**config.mk**
```make
export PLATFORM = sky130hd
export DESIGN_NAME = pcr_top
export DESIGN_NICKNAME = d
export VERILOG_FILES = /design/src/pcr_pkg.sv /design/src/pcr_led.sv /design/src/pcr_top.sv
export VERILOG_INCLUDE_DIRS = /design/src
export SDC_FILE = /design/constraint.sdc
export NUM_CORES = 1
export LEC_CHECK = 0
export BUFFER_PORTS_ARGS = -buffer_cell sky130_fd_sc_hd__clkbuf_2
export CAP_MARGIN = 40
export CORE_ASPECT_RATIO = 0.5
export CORE_MARGIN = 1.5
export CORE_UTILIZATION = 60
export CTS_CLUSTER_DIAMETER = 200
export DETAILED_ROUTE_END_ITERATION = 6
export GPL_ROUTABILITY_DRIVEN = 0
export PLACE_DENSITY = 0.85
export SLEW_MARGIN = 20
export SYNTH_ARGS = -nofsm -noshare
export SYNTH_HDL_FRONTEND = slang
export SYNTH_SLANG_ARGS = --single-unit
```
**constraint.sdc**
```tcl
create_clock -name clk_sys -period 5.5 [get_ports clk_sys]
set_input_delay 0.275 -clock clk_sys [delete_from_list [all_inputs] [get_ports clk_sys]]
set_output_delay 0.275 -clock clk_sys [all_outputs]
set_load 0.01 [all_outputs]
```
**src/pcr_params.svh**
```systemverilog
// Offsets, field positions, reset values and timing counts of the PHY control register
`ifndef PCR_PARAMS_SVH
`define PCR_PARAMS_SVH

// =====================================================================
// Register location
`define PCR_REG_ADDR        5'h19
`define PCR_REG_W           16

// =====================================================================
// Field positions
`define PCR_B_AUTO_XOVER    15
`define PCR_B_FORCE_XOVER   14
`define PCR_B_PAUSE_RX      13
`define PCR_B_PAUSE_TX      12
`define PCR_B_ERR_INJECT    11
`define PCR_B_LONG_SEQ      10
`define PCR_B_ST_PASS       9
`define PCR_B_ST_RUN        8
`define PCR_B_STRETCH_BYP   7
`define PCR_B_RESERVED      6
`define PCR_B_LED_MODE      5
`define PCR_ADDR_HI         4
`define PCR_ADDR_LO         0

// =====================================================================
// Reset values of all fields, strap fields included until the strap load
`define PCR_RST_BIT         1'b0
`define PCR_RST_ADDR        5'h00
`define PCR_RST_WORD        16'h0000

// =====================================================================
// Timing
`define PCR_CLK_MHZ         100
`define PCR_STRETCH_US      50000
`define PCR_BLINK_US        50000
`define PCR_STRETCH_CYC     (`PCR_STRETCH_US * `PCR_CLK_MHZ)
`define PCR_BLINK_CYC       (`PCR_BLINK_US * `PCR_CLK_MHZ)

`endif

```
**src/pcr_pkg.sv**
```systemverilog
// Types shared by the PHY control register files
`default_nettype none
package pcr_pkg;
    typedef logic [15:0] pcr_word_t;
    typedef logic [4:0]  pcr_addr_t;
    typedef logic [1:0]  pcr_adv_t;

    typedef enum logic [1:0] {
        PCR_ST_WAIT0 = 2'b00,
        PCR_ST_WAIT1 = 2'b01,
        PCR_ST_LOAD  = 2'b10,
        PCR_ST_RUN   = 2'b11
    } pcr_state_e;
endpackage
`default_nettype wire

```
**src/pcr_led.sv**
```systemverilog
// LED driver with pulse stretching, blink and bypass
`include "pcr_params.svh"
`default_nettype none
module pcr_led #(
    parameter int unsigned STRETCH_CYC = `PCR_STRETCH_CYC,
    parameter int unsigned BLINK_CYC   = `PCR_BLINK_CYC
) (
    input  wire logic clk_sys,          // System clock
    input  wire logic arst_n,           // Async reset
    input  wire logic clk_en,           // State freeze when low
    input  wire logic stretch_bypass,   // Follow raw indication
    input  wire logic mode_select,      // 1 link only, 0 link plus activity
    input  wire logic link_good,        // Good link
    input  wire logic activity,         // Activity pulse
    input  wire logic speed_100,        // 100 Mb/s operation
    output var  logic link_indicator,   // Link LED
    output var  logic speed_indicator   // Speed LED
);
    localparam int SW = $clog2(STRETCH_CYC + 1);
    localparam int BW = $clog2(BLINK_CYC + 1);

    logic [SW-1:0] act_cnt_q, act_cnt_d;
    logic [BW-1:0] blink_cnt_q, blink_cnt_d;
    logic          blink_q, blink_d;
    logic          link_q, link_d;
    logic          speed_q, speed_d;
    logic          stretched;

    // =================================================================
    // Stretch and blink
    always_comb begin
        stretched   = activity || (act_cnt_q != '0);
        act_cnt_d   = act_cnt_q;
        blink_cnt_d = blink_cnt_q;
        blink_d     = blink_q;
        if (activity) begin
            act_cnt_d = SW'(STRETCH_CYC - 1);
        end else if (act_cnt_q != '0) begin
            act_cnt_d = act_cnt_q - SW'(1);
        end
        if (!stretched) begin
            blink_cnt_d = '0;
            blink_d     = 1'b0;
        end else if (blink_cnt_q == BW'(BLINK_CYC - 1)) begin
            blink_cnt_d = '0;
            blink_d     = !blink_q;
        end else begin
            blink_cnt_d = blink_cnt_q + BW'(1);
        end
        if (mode_select) begin
            link_d = link_good;
        end else if (stretch_bypass) begin
            link_d = link_good && !activity;
        end else begin
            link_d = link_good && !(stretched && blink_q);
        end
        speed_d = speed_100;
    end

    always_ff @(posedge clk_sys or negedge arst_n) begin
        if (!arst_n) begin
            act_cnt_q   <= '0;
            blink_cnt_q <= '0;
            blink_q     <= 1'b0;
            link_q      <= 1'b0;
            speed_q     <= 1'b0;
        end else if (clk_en) begin
            act_cnt_q   <= act_cnt_d;
            blink_cnt_q <= blink_cnt_d;
            blink_q     <= blink_d;
            link_q      <= link_d;
            speed_q     <= speed_d;
        end
    end

    assign link_indicator  = link_q;
    assign speed_indicator = speed_q;
endmodule
`default_nettype wire

```
**src/pcr_top.sv**
```systemverilog
// PHY control register: crossover, pause result, self-test and LED control
//
// Behaviour
// - Bit 15 enables automatic crossover; strap reset value; read-write.
// - Bit 14 forces pairs crossed; resets to zero.
// - Read-only bit 13: pause receive, resolved, only for full duplex result.
// - Read-only bit 12: pause transmit, resolved, only for full duplex result.
// - Writing 1 to bit 11 injects one self-test error, then clears.
// - Bit 8 runs self-test, bit 10 picks sequence, bit 9 latched pass.
// - Bit 7 bypasses LED stretching so LEDs follow raw indication.
// - LED mode 1: link LED on with good link, off otherwise.
// - LED mode 2: link LED on with good link, blinks on activity.
// - Speed LED on at 100 Mb/s, off at 10 Mb/s, both modes.
// - Bits 4:0 hold the read-write management address, strap reset value.
`include "pcr_params.svh"
`default_nettype none
module pcr_top
    import pcr_pkg::*;
#(
    parameter int unsigned STRETCH_CYC = `PCR_STRETCH_CYC,
    parameter int unsigned BLINK_CYC   = `PCR_BLINK_CYC
) (
    input  wire logic            clk_sys,                 // System clock
    input  wire logic            arst_n,                  // Async reset
    input  wire logic            clk_en,                  // State freeze when low
    input  wire pcr_pkg::pcr_addr_t reg_addr,             // Register address
    input  wire logic            reg_wr,                  // Write strobe
    input  wire logic            reg_rd,                  // Read strobe
    input  wire pcr_pkg::pcr_word_t reg_wdata,            // Write data
    output var  pcr_pkg::pcr_word_t reg_rdata,            // Read data
    output var  logic            reg_rvalid,              // Read data valid
    output var  logic            cfg_ready,               // Straps loaded
    input  wire logic            strap_auto_crossover,    // Strap pin
    input  wire logic            strap_led_mode,          // Strap pin
    input  wire pcr_pkg::pcr_addr_t strap_port_address,   // Strap pins
    input  wire pcr_pkg::pcr_adv_t local_advertisement,   // Local adv bits 11:10
    input  wire pcr_pkg::pcr_adv_t partner_advertisement, // Partner adv bits 11:10
    input  wire logic            an_complete,             // Negotiation done
    input  wire logic            hcd_full_duplex,         // Common mode is full duplex
    input  wire logic            self_test_error,         // Checker mismatch pulse
    input  wire logic            link_good,               // Good link
    input  wire logic            activity,                // Activity pulse
    input  wire logic            speed_100,               // 100 Mb/s operation
    output var  logic            auto_crossover_enable,   // Crossover enable
    output var  logic            force_crossover,         // Forced crossed pairs
    output var  logic            pause_rx_enable,         // Pause receive result
    output var  logic            pause_tx_enable,         // Pause transmit result
    output var  logic            self_test_error_inject,  // One-cycle inject pulse
    output var  logic            self_test_long_sequence, // 15-bit sequence
    output var  logic            self_test_pass,          // Latched pass
    output var  logic            self_test_run,           // Self-test running
    output var  logic            led_stretch_bypass,      // LED bypass
    output var  logic            led_mode_select,         // LED mode
    output var  pcr_pkg::pcr_addr_t port_mgmt_address,    // Management address
    output var  logic            link_indicator,          // Link LED
    output var  logic            speed_indicator          // Speed LED
);
    import pcr_pkg::*;

    function automatic logic addr_hit(input pcr_addr_t a);
        addr_hit = (a == `PCR_REG_ADDR);
    endfunction

    // =================================================================
    // Strap synchroniser and load sequence
    logic [6:0] strap_s1_q, strap_s2_q;
    pcr_state_e st_q, st_d;
    logic       wr_hit;
    logic       ready_q, ready_d;

    always_comb begin
        case (st_q)
            PCR_ST_WAIT0: st_d = PCR_ST_WAIT1;
            PCR_ST_WAIT1: st_d = PCR_ST_LOAD;
            PCR_ST_LOAD:  st_d = PCR_ST_RUN;
            PCR_ST_RUN:   st_d = PCR_ST_RUN;
            default:      st_d = PCR_ST_WAIT0;
        endcase
        wr_hit = reg_wr && addr_hit(reg_addr) && (st_q == PCR_ST_RUN);
        // Registered copy so the ready output comes from a flop
        ready_d = (st_d == PCR_ST_RUN);
    end

    always_ff @(posedge clk_sys or negedge arst_n) begin
        if (!arst_n) begin
            strap_s1_q <= 7'h00;
            strap_s2_q <= 7'h00;
            st_q       <= PCR_ST_WAIT0;
            ready_q    <= 1'b0;
        end else if (clk_en) begin
            strap_s1_q <= {strap_auto_crossover, strap_led_mode, strap_port_address};
            strap_s2_q <= strap_s1_q;
            st_q       <= st_d;
            ready_q    <= ready_d;
        end
    end

    // =================================================================
    // Register fields
    logic      autox_q, autox_d, force_q, force_d, inject_q, inject_d;
    logic      long_q, long_d, run_q, run_d, pass_q, pass_d;
    logic      byp_q, byp_d, mode_q, mode_d, prx_q, prx_d, ptx_q, ptx_d;
    pcr_addr_t addr_q, addr_d;
    pcr_word_t rdata_q, rdata_d, word;
    logic      rvalid_q, rvalid_d;
    logic      la, ld, pa, pd;

    always_comb begin
        autox_d  = autox_q;
        force_d  = force_q;
        long_d   = long_q;
        run_d    = run_q;
        byp_d    = byp_q;
        mode_d   = mode_q;
        addr_d   = addr_q;
        inject_d = 1'b0;
        if (st_q == PCR_ST_LOAD) begin
            autox_d = strap_s2_q[6];
            mode_d  = strap_s2_q[5];
            addr_d  = strap_s2_q[4:0];
        end else if (wr_hit) begin
            autox_d  = reg_wdata[`PCR_B_AUTO_XOVER];
            force_d  = reg_wdata[`PCR_B_FORCE_XOVER];
            inject_d = reg_wdata[`PCR_B_ERR_INJECT];
            long_d   = reg_wdata[`PCR_B_LONG_SEQ];
            run_d    = reg_wdata[`PCR_B_ST_RUN];
            byp_d    = reg_wdata[`PCR_B_STRETCH_BYP];
            mode_d   = reg_wdata[`PCR_B_LED_MODE];
            addr_d   = reg_wdata[`PCR_ADDR_HI:`PCR_ADDR_LO];
        end
        // Pass set at start, latched low on error, low while stopped
        if (!run_d) begin
            pass_d = 1'b0;
        end else if (!run_q) begin
            pass_d = 1'b1;
        end else begin
            pass_d = pass_q && !self_test_error;
        end
        // Pause resolution; [0] symmetric, [1] asymmetric
        la    = local_advertisement[0];
        ld    = local_advertisement[1];
        pa    = partner_advertisement[0];
        pd    = partner_advertisement[1];
        prx_d = an_complete && hcd_full_duplex
                && ((la && pa) || (la && ld && !pa && pd));
        ptx_d = an_complete && hcd_full_duplex
                && ((la && pa) || (!la && ld && pa && pd));
        word  = {autox_q, force_q, prx_q, ptx_q, inject_q, long_q, pass_q, run_q,
                 byp_q, 1'b0, mode_q, addr_q};
        rvalid_d = reg_rd;
        rdata_d  = (reg_rd && addr_hit(reg_addr)) ? word : `PCR_RST_WORD;
    end

    always_ff @(posedge clk_sys or negedge arst_n) begin
        if (!arst_n) begin
            autox_q  <= `PCR_RST_BIT;
            force_q  <= `PCR_RST_BIT;
            inject_q <= `PCR_RST_BIT;
            long_q   <= `PCR_RST_BIT;
            run_q    <= `PCR_RST_BIT;
            pass_q   <= `PCR_RST_BIT;
            byp_q    <= `PCR_RST_BIT;
            mode_q   <= `PCR_RST_BIT;
            prx_q    <= `PCR_RST_BIT;
            ptx_q    <= `PCR_RST_BIT;
            addr_q   <= `PCR_RST_ADDR;
            rdata_q  <= `PCR_RST_WORD;
            rvalid_q <= 1'b0;
        end else if (clk_en) begin
            autox_q  <= autox_d;
            force_q  <= force_d;
            inject_q <= inject_d;
            long_q   <= long_d;
            run_q    <= run_d;
            pass_q   <= pass_d;
            byp_q    <= byp_d;
            mode_q   <= mode_d;
            prx_q    <= prx_d;
            ptx_q    <= ptx_d;
            addr_q   <= addr_d;
            rdata_q  <= rdata_d;
            rvalid_q <= rvalid_d;
        end
    end

    assign reg_rdata               = rdata_q;
    assign reg_rvalid              = rvalid_q;
    assign cfg_ready               = ready_q;
    assign auto_crossover_enable   = autox_q;
    assign force_crossover         = force_q;
    assign pause_rx_enable         = prx_q;
    assign pause_tx_enable         = ptx_q;
    assign self_test_error_inject  = inject_q;
    assign self_test_long_sequence = long_q;
    assign self_test_pass          = pass_q;
    assign self_test_run           = run_q;
    assign led_stretch_bypass      = byp_q;
    assign led_mode_select         = mode_q;
    assign port_mgmt_address       = addr_q;

    // =================================================================
    // LED driver
    pcr_led #(
        .STRETCH_CYC (STRETCH_CYC),
        .BLINK_CYC   (BLINK_CYC)
    ) u_led (
        .clk_sys         (clk_sys),
        .arst_n          (arst_n),
        .clk_en          (clk_en),
        .stretch_bypass  (byp_q),
        .mode_select     (mode_q),
        .link_good       (link_good),
        .activity        (activity),
        .speed_100       (speed_100),
        .link_indicator  (link_indicator),
        .speed_indicator (speed_indicator)
    );
endmodule
`default_nettype wire

```
==> Word level (Yosys, flattened, before mapping) <==
Index checks and enable logic that the tools add are counted.
{ "word_totals": {"regBits": 98, "out_inout_bits": 35} }
{ "op_classes": {"muxes": 22, "n_reduce_logical": 35, "n_eq_ne": 7, "add_sub_neg": 2, "n_bitwise": 1} }
{ "ops": {"columns": ["operator", "count"], "rows": [
  ["23-bit two-way mux", 4],
  ["23-bit by 1-bit adder with 23-bit output, second input constant", 1],
  ["23-bit == test, second input constant", 1],
  ["23-bit nonzero test", 1],
  ["23-bit by 1-bit subtractor with 23-bit output, second input constant", 1],
  ["1-bit logical AND", 17],
  ["16-bit two-way mux", 1],
  ["1-bit two-way mux", 14],
  ["5-bit two-way mux", 2],
  ["2-bit == test, second input constant", 3],
  ["1-bit zero test", 6],
  ["2-bit case mux with 3 select lines", 1],
  ["2-bit AND reduction", 3],
  ["5-bit == test, second input constant", 1],
  ["2-bit nonzero test", 2],
  ["1-bit logical OR", 3],
  ["3-bit AND reduction", 1],
  ["2-bit by 1-bit == test with 1-bit output, second input constant", 1],
  ["2-bit zero test", 1],
  ["2-bit inequality test, second input constant", 1],
  ["2-bit OR reduction", 1],
  ["1-bit NOT", 1]
]} }

==> Depth between registers and ports, before layout <==
{ "depth": {"depth_word": 7, "depth_mapped": 9} }

==> Modules after synthesis <==
A second synthesis with hierarchy kept.
{ "unflattened": {"hier_cells": 440, "area_unflattened_um2": 4819.6} }
{ "modules_own_cells": {"columns": ["mod", "instances", "cells_each", "area_per_inst_um2", "seq_area_each_um2"], "rows": [
  ["pcr_led", 1, 303, 2772.7, 1226.2],
  ["pcr_top", 1, 137, 2047.0, 1201.2]
]} }

==> Worst setup path after synthesis <==
No wires, ideal clock.
{ "synth_path": {"path_kind": "register to register", "start": "register u_led.act_cnt_q[0]", "end": "register u_led.blink_cnt_q[12]", "t_arrival_ns": 1.977, "n_path_buf": 2, "path_stages_with_launch": 10, "setup_slack_ns": 3.404, "setup_time_ns": 0.119, "cell_sequence": "dfrtp_1 -> inv_1 -> ha_1 -> nor3b_1 -> and4_1 -> clkbuf_1 -> nand2_1 -> a21oi_4 -> buf_6 -> nor2_1"} }
{ "synth_between": {"elab_chain_cells": 3} }
{ "synth_lines": {"columns": ["element", "line_no", "source"], "rows": [
  ["start: declaration", "pcr_led.sv:22", "logic [SW-1:0] act_cnt_q, act_cnt_d;"],
  ["start signal: assignment", "pcr_led.sv:68", "act_cnt_q <= act_cnt_d;"],
  ["23-bit nonzero test", "pcr_led.sv:32", "stretched = activity || (act_cnt_q != '0);"],
  ["1-bit logical OR", "pcr_led.sv:32", null],
  ["23-bit two-way mux", "pcr_led.sv:41", "if (!stretched) begin"],
  ["end signal: assignment", "pcr_led.sv:69", "blink_cnt_q <= blink_cnt_d;"],
  ["end: declaration", "pcr_led.sv:23", "logic [BW-1:0] blink_cnt_q, blink_cnt_d;"]
]} }
Every way passes these cells.
A chain may end at the register's enable or synchronous reset.

==> Worst setup path in the final report <==
{ "layout_path": {"start": "register u_led.act_cnt_q[0]", "end": "register u_led.blink_q"} }
{ "layout_between": {"elab_chain_cells": 4, "word_cells_on_any_way": 5} }
{ "layout_lines": {"columns": ["element", "line_no", "source"], "rows": [
  ["23-bit nonzero test (*)", "pcr_led.sv:32", null],
  ["1-bit logical OR (*)", "pcr_led.sv:32", null],
  ["2-bit inequality test (no line)", null, null],
  ["2-bit AND reduction (no line)", null, null],
  ["end signal: assignment", "pcr_led.sv:70", "blink_q <= blink_d;"],
  ["end: declaration", "pcr_led.sv:24", "logic blink_q, blink_d;"]
]} }
Every way passes the cells marked *; elsewhere a longest branch is shown, timed or not.

==> impl_metrics.csv <==
group,metric,value,unit
run_status,status,"completed",
floorplan,start_util,61.7,%
drt,drt-vias-per-instance,6.08,
drt,ant_nets,0,
synthesis,synth.distinct_cells,55,
synthesis,yosysTopAreaCell,"dfrtp_1",
synthesis,ys_ff_latch,97,
timing,skew,0.00690,ns
critical_path,cp.arrival,2.87,ns
timing,period_share,48.4,%
synthesis,synth_edf_count,0,
timing,relSlewSlack,48.9,%
cts,root_buffer,"clkbuf_16",
synthesis,synthTopCellsByCount,"97 x dfrtp_1, 49 x nor2_1, 26 x nand2_1, 23 x inv_1, 23 x mux2_2",
power_and_ir_drop,power_density,327,mW/mm2
final_layout,fin_nets,548,
timing,worst_pin_slew,0.764,ns
min_path,min-delay-start,"reg_wdata[7]",
synthesis,syn_avg_cell_area,10.3,um2
timing,setup_violations,0,
cts,clockBufferDepth,2,
place,portBuffers,72,
drt,drtPass1Iterations,5,
synthesis,yosysTopAreaCellShare,53.7,%
critical_path,cp.required,5.71,ns
final_layout,fillers,489,
timing,period_minus_slack,2.66,ns
cts,h-tree-depth,3,
critical_path,r2r_start,"u_led.act_cnt_q[0]",
drt,drt_wl_total,10400,um
synthesis,yosysMostFrequentCell,"dfrtp_1",
timing,slew_violations,0,
cts,numClockSinks,97,
synthesis,syn-cell-area,0.00452,mm2
critical_path,worst_setup_path_end_kind,"flip-flop",
min_path,hp-class,"in -> reg",
power_and_ir_drop,swShare,26.8,%
synthesis,synth_area_leaders,"dfrtp_1 54%, mux2_2 5.7%, a22o_1 4.1%",
synthesis,seq_area_frac_synth,53.7,%
critical_path,cp-startpoint,"u_led.act_cnt_q[0]",
synthesis,yosysWarnings,0,
floorplan,die_y,64.4,um
timing,final.setup.tns,0,ns
floorplan,fp.dieArea,0.00810,mm2
power_and_ir_drop,vdd_ir_drop_max,0.232,mV
drt,drc,0,
timing,rsz0062_at_grt,"no",
global_routing,grt_pass1_wl,17300,um
global_routing,grt_usage,27.9,%
floorplan,ios,78,
power_and_ir_drop,p_switching,461,uW
cts,post_cts_buffers,0,
timing,fmax,376,MHz
floorplan,core_area,0.00732,mm2
power_and_ir_drop,power_leakage,2.39,nW
timing,hold_ws,0.157,ns
power_and_ir_drop,seqPwrFrac,50.1,%
global_routing,globalRouteOverflowTotal,0,
synthesis,synthFlopType,"dfrtp_1",
drt,vias,3673,
job,maxCapViolations,0,
cts,numCtsBuffers,9,
power_and_ir_drop,p_int,1.26,mW
final_layout,drive_gt1_share,23.8,%
final_layout,diodes,0,
floorplan,row_count,22,
critical_path,start_kind,"flip-flop",
cts,cts_tree,"yes",
cts,clock_latency,0.35,ns
global_routing,antenna_found_initial,0,
cts,cts_resized,0,
critical_path,worstSetupPathType,"reg -> reg",
synthesis,syn_nets,482,
cts,clk_pin_slew,0.07,ns
power_and_ir_drop,p_comb_share,12.1,%
timing,hold_violations,0,
power_and_ir_drop,pwr-share-clk,37.8,%
global_routing,grt_pass1_vias,3613,
final_layout,areaGrowthSynthToFinish,16.8,%
place,place_hpwl,6680,um
critical_path,worstPathMaxFanout,19,
floorplan,die_w,126,um
synthesis,synth-async-reset-ratio,100,%
synthesis,postSynthCellCount,437,
cts,hold_buffers,1,
drt,drt_iter0_markers,342,
global_routing,grt_max_degree,51,
drt,routedWlPerCell,17.2,um
-- kinds of logic after synthesis --
family                     count (synthesis)  synth area share (%)
other                                      1                0.0830
AOI/OAI and AO/OA                         94                  14.6
xor gates and xnor gates                  19                  3.68
adders and majority gates                  2                 0.553
muxes                                     23                  5.73
DFF                                       97                  53.7
and+or+nand+nor                          154                  17.3
buffers and inverters                     47                  4.32
-- flip-flops by register name, summed over array words and instances (netlist names), 2 cells and up --
signal and cells:
strap_s1_q 7, reg_rdata 15, u_led.blink_cnt_q 23, port_mgmt_address 5, strap_s2_q 7, st_q 2, u_led.act_cnt_q 23
-- critical path, cell delays in order (launching register included) --
cell     delay [ns]
dfrtp_1        0.43
inv_1          0.10
ha_1           0.22
nor3b_1        0.48
and4_1         0.40
nand2_1        0.24
a21oi_4        0.52
o21ai_0        0.14
-- power groups by stage --
stage / clock network [mW] / logic, mW / registers (mW)
final: 0.652 / 0.209 / 0.864
after global routing: 0.688 / 0.231 / 0.873
after CTS: 0.661 / 0.211 / 0.861
after detailed placement: 0 / 0.205 / 0.870
after global placement: 0 / 0.193 / 0.864
after floorplan: 0 / 0.111 / 0.864
-- stage by stage --
stage	std cells	total power, mW	util [%]	instance area [um2]	setup WS, ns
2_1_floorplan	437	0.975	-	4520	3.40
3_3_place_gp	586	1.06	67.3	4930	3.02
3_5_place_dp	587	1.08	67.7	4960	2.91
4_1_cts	604	1.73	72.1	5280	2.88
5_1_grt	604	1.79	72.1	5280	2.62
6_report	604	1.72	72.1	5280	2.84
-- cell usage in the layout (no fill, tap or decap), types with 4 or more instances in the layout --
cell	n
nand3_1	14
nor2_1	49
a31oi_1	4
a21oi_1	19
a22o_1	21
o31ai_1	5
o22ai_1	8
nor3_1	9
clkbuf_16	9
nor4_1	9
xnor2_1	14
inv_1	23
o311ai_0	4
clkbuf_2	71
o21ai_0	14
and3_1	4
buf_4	5
or4_1	7
xor2_1	5
and2_1	5
dfrtp_1	97
nand4_1	12
nand2_1	26
mux2_2	23
-- cell type report --
class	count	area, um2	share of cell area, %
multi-input cells	293	1900	35.9
clock buffers	12	256	4.86
inverters	24	90.1	1.71
repair buffers	78	430	8.15
flip-flops and latches	97	2430	46.0
well taps	96	120	2.27
clock inverters	4	57.6	1.09
-- path summary, 6_finish.rpt --
| path | end | slack [ns] | cells past startpoint |
|---|---|---|---|
| max | u_led.blink_q | 2.84 | 7 |
| min | led_stretch_bypass | 0.16 | 2 |
| max reg2reg | u_led.blink_q | 2.84 | 7 |
| min reg2reg | cfg_ready | 0.51 | 1 |
| max in group asynchronous | strap_s2_q[0] | 4.16 | 4 |
| min in group asynchronous | u_led.act_cnt_q[12] | 0.39 | 2 |
-- metal layers --
| metal | routed length, um | part of all wire, % | track usage, % | up-vias |
|---|---|---|---|---|
| met1 | 4680 | 45 | 35.8 | 1802 |
| met2 | 4770 | 46 | 45.5 | 143 |
| met5 | 0 | 0 | 0 | - |
| met3 | 693 | 6.7 | 8.71 | 23 |
| li1 | - | - | - | 1705 |
| met4 | 240 | 2.3 | 10.5 | 0 |
Power figures use the tool's default switching activity.
